$ cat src/cmp_pkg.sv
// Shared constants for the comparator control logic.
// Assumes a 32-bit Avalon-MM slave with one register per aligned word.
package cmp_pkg;
  localparam int            ADDR_W          = 4;
  localparam int            DATA_W          = 32;
  // Byte addresses, one word each
  localparam logic [3:0]    ADDR_CONTROL    = 4'h0;
  localparam logic [3:0]    ADDR_IRQ        = 4'h4;
  localparam logic [3:0]    ADDR_PINS       = 4'h8;
  // Control register fields
  localparam int            BIT_ON          = 6;
  localparam int            BIT_INVERT      = 5;
  localparam int            BIT_RESULT      = 4;
  localparam int            BIT_HYST        = 0;
  localparam logic [7:0]    CONTROL_RESET   = 8'h01;
  localparam logic [7:0]    CONTROL_WMASK   = 8'h61;
  // Interrupt register fields
  localparam int            BIT_IRQ_FLAG    = 0;
  localparam int            BIT_IRQ_EN      = 1;
  // Pin-function register fields
  localparam int            BIT_SEL_POS     = 0;
  localparam int            BIT_SEL_NEG     = 1;
  localparam int            BIT_SEL_OUT     = 2;
  localparam int            SYNC_STAGES     = 2;
endpackage

$ cat src/cmp_sync.sv
// Two-flop synchroniser for the asynchronous comparator output.
// Assumes the analog output may change at any time.
`timescale 1ns/100ps
module cmp_sync (
  input  wire logic i_clk,
  input  wire logic i_nrst,
  input  wire logic i_ce,
  input  wire logic i_async,
  output logic      o_sync
);
  typedef struct packed {
    logic first;
    logic second;
  } sync_t;
  sync_t st_r;
  sync_t st_nxt;

  always_comb begin
    st_nxt = st_r;
    if (i_ce) begin
      st_nxt.first  = i_async;
      st_nxt.second = st_r.first;
    end
  end

  always_ff @(posedge i_clk or negedge i_nrst) begin
    if (!i_nrst) begin
      st_r <= '0;
    end else begin
      st_r <= st_nxt;
    end
  end

  assign o_sync = st_r.second;
endmodule

$ cat src/cmp_pin_read.sv
// Read-back value of one comparator-shared port pin.
// Assumes port direction and data bits come from the port block.
`timescale 1ns/100ps
module cmp_pin_read (
  input  wire logic i_cmp_on,
  input  wire logic i_selected,
  input  wire logic i_dir_in,
  input  wire logic i_port_data,
  input  wire logic i_pin_level,
  output logic      o_read
);
  always_comb begin
    if (i_cmp_on && i_selected) begin
      // RQ14 shared pin read
      o_read = i_dir_in ? 1'b0 : i_port_data;
    end else begin
      o_read = i_dir_in ? i_pin_level : i_port_data;
    end
  end
endmodule

$ cat src/comparator_control_logic.sv
// Control and status logic for the single analog comparator.
// Assumes an Avalon-MM master, an analog core with power, hysteresis and
// an asynchronous output, and a port block that reads pins back through here.
//
// How it works
// RQ1 - Comparator on bit zero powers the analog core down.
// RQ2 - Clearing comparator on forces the comparator output low.
// RQ3 - Output invert bit 5 passes the result straight or inverted.
// RQ4 - Result bit 4 reads one when inputs compare per invert setting.
// RQ5 - Bit 0 enables hysteresis, resets to one.
// RQ6 - Bits 7 and 3 to 1 read as zero.
// RQ7 - Any change of the result bit sets the interrupt flag.
// RQ8 - Flag and enable both set request the comparator vector.
// RQ9 - In sleep or idle a result toggle sets flag and wakes.
// RQ10 - Software presets the flag before sleep to suppress wake-up.
// RQ11 - Comparator stays active through sleep and idle when enabled.
// RQ12 - Selecting a comparator input pin disconnects its pull-high.
// RQ13 - Result readable in the register and routable to a pin.
// RQ14 - Enabled shared pin reads zero if direction is one, else data.
// RQ15 - Analog output is synchronised before polarity and change detection.
//
// The register addresses and the Avalon-MM register port were chosen for this implementation.
`timescale 1ns/100ps
module comparator_control_logic (
  input  wire logic                        i_clk,
  input  wire logic                        i_nrst,
  input  wire logic                        i_ce,
  input  wire logic [cmp_pkg::ADDR_W-1:0]  i_address,
  input  wire logic                        i_read,
  input  wire logic                        i_write,
  input  wire logic [cmp_pkg::DATA_W-1:0]  i_writedata,
  input  wire logic [3:0]                  i_byteenable,
  output logic      [cmp_pkg::DATA_W-1:0]  o_readdata,
  output logic                             o_waitrequest,
  output logic      [1:0]                  o_response,
  input  wire logic                        i_analog_out,
  input  wire logic                        i_sleep,
  input  wire logic [1:0]                  i_pin_dir_in,
  input  wire logic [1:0]                  i_pin_port_data,
  input  wire logic [1:0]                  i_pin_level,
  input  wire logic [1:0]                  i_pullup_request,
  output logic                             o_analog_power,
  output logic                             o_hysteresis_on,
  output logic                             o_result_pin,
  output logic                             o_result_pin_en,
  output logic      [1:0]                  o_pullup_en,
  output logic      [1:0]                  o_pin_read,
  output logic                             o_irq_request,
  output logic                             o_wake
);
  import cmp_pkg::*;

  typedef struct packed {
    logic        comparator_on;
    logic        output_invert;
    logic        hysteresis_on;
    logic        result_bit;
    logic        irq_flag;
    logic        irq_en;
    logic [2:0]  pin_sel;
    logic        busy;
    logic [31:0] readdata;
    logic [1:0]  response;
    logic        analog_power;
    logic        result_pin;
    logic        result_pin_en;
    logic [1:0]  pullup_en;
    logic [1:0]  pin_read;
    logic        irq_request;
    logic        wake;
  } state_t;

  state_t st_r;
  state_t st_nxt;
  logic   raw_sync;
  logic   [1:0] pin_read_w;

  // RQ15 clean edge source
  cmp_sync u_sync (
    .i_clk   (i_clk),
    .i_nrst  (i_nrst),
    .i_ce    (i_ce),
    .i_async (i_analog_out),
    .o_sync  (raw_sync)
  );

  genvar g;
  generate
    for (g = 0; g < 2; g++) begin : g_pin
      cmp_pin_read u_pin (
        .i_cmp_on    (st_r.comparator_on),
        .i_selected  (st_r.pin_sel[g]),
        .i_dir_in    (i_pin_dir_in[g]),
        .i_port_data (i_pin_port_data[g]),
        .i_pin_level (i_pin_level[g]),
        .o_read      (pin_read_w[g])
      );
    end
  endgenerate

  function automatic logic [7:0] control_image(input state_t s);
    logic [7:0] v;
    v = 8'h00;
    // RQ6 unimplemented bits zero
    v[BIT_ON]     = s.comparator_on;
    v[BIT_INVERT] = s.output_invert;
    v[BIT_RESULT] = s.result_bit;
    v[BIT_HYST]   = s.hysteresis_on;
    return v;
  endfunction

  logic       wr_ctl;
  logic       wr_irq;
  logic       new_result;
  logic       result_change;
  logic [7:0] ctl_next;

  always_comb begin
    st_nxt        = st_r;
    wr_ctl        = 1'b0;
    wr_irq        = 1'b0;
    ctl_next      = control_image(st_r);
    new_result    = 1'b0;
    result_change = 1'b0;
    if (i_ce) begin
      // One wait cycle per access, answer on the second edge
      if ((i_read || i_write) && !st_r.busy) begin
        st_nxt.busy = 1'b1;
      end else if (st_r.busy) begin
        st_nxt.busy = 1'b0;
      end
      if (st_r.busy && i_write && i_byteenable[0]) begin
        wr_ctl = (i_address == ADDR_CONTROL);
        wr_irq = (i_address == ADDR_IRQ);
        if (i_address == ADDR_PINS) begin
          st_nxt.pin_sel = i_writedata[2:0];
        end
      end
      if (wr_ctl) begin
        ctl_next = (i_writedata[7:0] & CONTROL_WMASK) | (ctl_next & ~CONTROL_WMASK);
        st_nxt.comparator_on = ctl_next[BIT_ON];
        st_nxt.output_invert = ctl_next[BIT_INVERT];
        st_nxt.hysteresis_on = ctl_next[BIT_HYST];
      end
      // RQ2 output forced low when off
      // RQ3 polarity applied to synced output
      // RQ4 result bit meaning
      new_result = st_nxt.comparator_on ? (raw_sync ^ st_nxt.output_invert) : 1'b0;
      result_change = (new_result != st_r.result_bit);
      st_nxt.result_bit = new_result;
      if (wr_irq) begin
        st_nxt.irq_flag = i_writedata[BIT_IRQ_FLAG];
        st_nxt.irq_en   = i_writedata[BIT_IRQ_EN];
      end
      // RQ7 change sets flag, set wins
      if (result_change) begin
        st_nxt.irq_flag = 1'b1;
      end
      if (st_r.busy && i_read) begin
        st_nxt.response = 2'h0;
        case (i_address)
          ADDR_CONTROL: st_nxt.readdata = {24'h000000, control_image(st_r)};
          ADDR_IRQ:     st_nxt.readdata = {30'h0, st_r.irq_en, st_r.irq_flag};
          ADDR_PINS:    st_nxt.readdata = {29'h0, st_r.pin_sel};
          default: begin
            st_nxt.readdata = 32'h00000000;
            st_nxt.response = 2'h2;
          end
        endcase
      end else if (st_r.busy && i_write) begin
        st_nxt.response = (i_address == ADDR_CONTROL || i_address == ADDR_IRQ ||
                           i_address == ADDR_PINS) ? 2'h0 : 2'h2;
      end
      // RQ1 RQ11 power follows on bit only
      st_nxt.analog_power  = st_nxt.comparator_on;
      st_nxt.result_pin    = st_nxt.result_bit;
      // RQ13 result routed to pin
      st_nxt.result_pin_en = st_nxt.pin_sel[BIT_SEL_OUT];
      // RQ12 pull-high off on input pins
      st_nxt.pullup_en[0]  = i_pullup_request[0] & ~st_nxt.pin_sel[BIT_SEL_POS];
      st_nxt.pullup_en[1]  = i_pullup_request[1] & ~st_nxt.pin_sel[BIT_SEL_NEG];
      st_nxt.pin_read      = pin_read_w;
      // RQ8 vector request
      st_nxt.irq_request   = st_nxt.irq_flag & st_nxt.irq_en;
      // RQ9 RQ10 wake on new flag only
      st_nxt.wake          = i_sleep & st_r.comparator_on & result_change & ~st_r.irq_flag;
    end
  end

  always_ff @(posedge i_clk or negedge i_nrst) begin
    if (!i_nrst) begin
      st_r               <= '0;
      // RQ5 hysteresis resets on
      st_r.hysteresis_on <= CONTROL_RESET[BIT_HYST];
      st_r.busy          <= 1'b0;
    end else begin
      st_r <= st_nxt;
    end
  end

  // Wait is high until the answering edge
  // Also high while frozen, so no access completes unseen
  always_comb begin
    o_waitrequest = (i_read || i_write) ? (~st_r.busy | ~i_ce) : 1'b1;
  end

  assign o_readdata      = st_r.readdata;
  assign o_response      = st_r.response;
  assign o_analog_power  = st_r.analog_power;
  assign o_hysteresis_on = st_r.hysteresis_on;
  assign o_result_pin    = st_r.result_pin;
  assign o_result_pin_en = st_r.result_pin_en;
  assign o_pullup_en     = st_r.pullup_en;
  assign o_pin_read      = st_r.pin_read;
  assign o_irq_request   = st_r.irq_request;
  assign o_wake          = st_r.wake;
endmodule

$ cat config.mk
export PLATFORM = sky130hd
export DESIGN_NAME = comparator_control_logic
export DESIGN_NICKNAME = d
export VERILOG_FILES = /design/src/cmp_pkg.sv /design/src/cmp_sync.sv /design/src/cmp_pin_read.sv /design/src/comparator_control_logic.sv
export SDC_FILE = /design/constraint.sdc
export NUM_CORES = 1
export LEC_CHECK = 0
export ABC_AREA = 1
export BUFFER_PORTS_ARGS = -buffer_cell sky130_fd_sc_hd__buf_2
export CELL_PAD_IN_SITES_DETAIL_PLACEMENT = 0
export CELL_PAD_IN_SITES_GLOBAL_PLACEMENT = 1
export CORE_ASPECT_RATIO = 0.5
export CORE_MARGIN = 1
export CORE_UTILIZATION = 31
export CTS_CLUSTER_DIAMETER = 30
export DETAILED_ROUTE_END_ITERATION = 6
export PLACE_DENSITY_LB_ADDON = 0.15
export SKIP_LAST_GASP = 1
export SLEW_MARGIN = 20
export SYNTH_ARGS = -nofsm -noshare
export SYNTH_HDL_FRONTEND = slang
export SYNTH_SLANG_ARGS = --single-unit
$ cat constraint.sdc
create_clock -name i_clk -period 2.6 [get_ports i_clk]
set_input_delay 0.78 -clock i_clk [delete_from_list [all_inputs] [get_ports i_clk]]
set_output_delay 0.78 -clock i_clk [all_outputs]
set_load 0.05 [all_outputs]
==> flow_metrics.tcl <==
set metrics [dict create \
    netlist_top_cells_area "sky130_fd_sc_hd__dfrtp_1 (38%), sky130_fd_sc_hd__buf_4 (18%), sky130_fd_sc_hd__nand2_1 (11%)" \
    synthXorXnorAreaFrac 0 \
    maximum_number_of_pins_on_one_net_before_global_route_repair 26 \
    cts-htree-levels 1 \
    overflow_after_grt 0 \
    cell_area_after_technology_mapping_um2 1580 \
    top_area_cell_type_share_of_the_netlist_area 0.381 \
    drt_first_iter_violations 46 \
    met3_usage 0.0360 \
    cap_violations 0 \
    yosys_warnings 0 \
    timing_max_transition_violations_final 0 \
    cts_hold_buffers 0 \
    critPathLaunchType "primary input" \
    rsz0062_at_grt "false" \
    status "finished clean" \
    clkSlewWorstSetupHoldPaths_ns 0.09 \
    synthesis.area_per_instance_um2 8.09 \
    max-slew-margin-rel 0.613 \
    die_height_um 52.4 \
    final.fill_count 508 \
    grt_antenna_before_repair 0 \
    die-area_um2 5400 \
    cp_max_fo 3 \
    clk-insertion-delay-late_ns 0.27 \
    worst-endpoint-required_ns 1.82 \
    final.setup_skew_ns 0.00381 \
    use_met2 0.203 \
    placed_cells_incl_taps 290 \
    clock_tree.buffer_depth 2 \
    data_arrival_critical_path_ns 1.61 \
    vias 1258 \
    yosys.area_share.adder 0 \
    synth_top_family_by_area "simple AND/OR/NAND/NOR gates" \
    synth.ff_latch_count 25 \
    area.growth.synth_to_final_pct 9.20 \
    fin_crit_sh 0.918 \
    setup_viol 0 \
    detailedPlacementHpwl_um 2670 \
    synth_area_in_compound_gates 0.111 \
    floorplan.core_area_um2 4640 \
    cts.repair.resized 0 \
    biggest_area_consumer_among_synthesized_cells "sky130_fd_sc_hd__dfrtp_1" \
    design.final.nets 284 \
    ctsRootBufferMaster "sky130_fd_sc_hd__clkbuf_8" \
    routed_wire_length_per_instance_um 11.6 \
    synth.mux.area_fraction 0.00714 \
    classification_of_the_worst_slack_hold_path "register to register" \
    hold_violations 0 \
    static-leakage-power_nw 0.925 \
    vdd.ir_drop.worst_v 0.000179 \
    ioPinCount 100 \
    start_util 0.340 \
    synth_cells 195 \
    die_w_um 103 \
    detail_route.wirelength_um 3410 \
    rows 17 \
    dr.pass1.iters 4 \
    cts_buffers 3 \
    cts_sinks 25 \
    synth.distinct_cells 28 \
    layoutNonFillerInstCount 294 \
    path_class "primary input to output pin" \
    grt_util_met1 0.191 \
    timing.fmax_ghz 0.419 \
    grt.total_usage 0.136 \
    placement.io_buffers 42 \
    power_density_nw_per_um2 622 \
    synth-simple-area-share 0.243 \
    worstMarginPinSlew_ns 0.580 \
    finalSetupTns_ns 0 \
    final_period_minus_worst_setup_slack_ns 2.39 \
    yosysSeqAreaShare 0.397 \
    tritoncts "built" \
    finalWeightedCongestion 0.726 \
    vias_per_cell 4.28 \
    first_global_vias 1090 \
    number_of_buffers_inserted_to_repair_setup_after_cts 0 \
    end_kind "output pin" \
    antenna-diode-count 0 \
    route.detailed.drc 0 \
    drive_gt1_frac 0.285 \
    post_detailed_route_count_of_antenna_violating_nets 0 \
    grt_pass1_wl_um 5350 \
    most_utilized_layer_in_the_global_route_result "met2" \
]
==> final timing paths <==
| path | from | slack [ns] | end | depth (start not counted) |
|---|---|---|---|---|
| hold reg to reg | u_sync.st_r[1] | 0.48 | u_sync.st_r[1] | 2 |
| hold / removal | u_sync.st_r[1] | 0.48 | u_sync.st_r[1] | 2 |
| min in group asynchronous | i_nrst | 0.50 | o_result_pin | 1 |
| max in group asynchronous | i_nrst | 1.71 | o_readdata[6] | 1 |
| setup reg to reg | st_r[43] | 1.16 | o_irq_request | 9 |
| setup / recovery | i_write | 0.21 | o_waitrequest | 4 |
==> layer usage <==
metal | share of wire | up-vias
met5 | 0 | -
met4 | 0.0073 | 0
met3 | 0.080 | 5
met2 | 0.37 | 60
met1 | 0.54 | 563
li1 | - | 630
==> flip-flops by register name, indices dropped and copies added (netlist names), 2 cells and up <==
signal	count
st_r	7
o_readdata	6
o_pullup_en	2
o_pin_read	2
==> cells in the mapped netlist (all sizes together) <==
library cell and count:
or2 1, a22o 1, nand4 2, a21boi 2
a21oi 4, o21ai 23, inv 18, nand3 14
nand2 51, dfrtp 24, clkbuf 1, buf 40
o2111ai 1, nor3 3, nor2 6, dfstp 1
mux2 1, conb 1, clkinv 1
==> worst max-delay path, cell delays in order <==
cell	delay [ns]
sky130_fd_sc_hd__buf_2	0.11
sky130_fd_sc_hd__or2_2	0.30
sky130_fd_sc_hd__nand3_1	0.12
sky130_fd_sc_hd__buf_2	0.29
==> logic make-up (layout without fill, tap and decap cells) <==
family / Yosys count / count (layout)
multiplexers: 1 / 1
AND/OR/NAND/NOR: 77 / 77
other: 1 / 27
flip-flops: 25 / 25
AO/OA/AOI/OAI: 31 / 31
buffers and inverters: 60 / 67
==> where the power goes <==
group / internal (mW) / switching (mW) / total (mW)
registers: 0.434 / 0.0384 / 0.472
logic: 0.0771 / 0.288 / 0.365
clock network: 0.110 / 0.124 / 0.234
==> layout make-up <==
type	count	area, µm²	share of cell area
timing repair buffer	44	225	0.131
sequential	25	627	0.364
multi-input combinational	136	672	0.390
tap	66	82.6	0.0479
clock buffer	4	45.0	0.0261
inverter	19	71.3	0.0414
==> metrics by stage <==
stage          worst slack, ns  hold slack, ns  instance area [µm²]  power [mW]   util
3_5_place_dp             0.203           0.465                 1680       0.848  0.362
2_1_floorplan            0.350           0.442                 1680       0.808      -
5_1_grt                  0.174           0.502                 1720        1.14  0.372
4_1_cts                  0.202           0.486                 1720        1.09  0.372
6_report                 0.213           0.479                 1720        1.07  0.372
3_3_place_gp             0.196           0.456                 1680       0.843  0.362
==> cell usage in the layout (no fill, tap or decap), drive strengths merged <==
| cell type | n |
|---|---|
| dfrtp | 24 |
| inv | 18 |
| a21oi | 4 |
| nor2 | 6 |
| conb | 27 |
| or2 | 1 |
| nand4 | 2 |
| nand2 | 51 |
| clkbuf | 4 |
| o21ai | 23 |
| nand3 | 14 |
| nor3 | 3 |
| buf | 44 |
| o2111ai | 1 |
| mux2 | 1 |
| dfstp | 1 |
| clkinv | 1 |
| a22o | 1 |
| a21boi | 2 |
No activity file was read; power rests on OpenSTA's default activity.
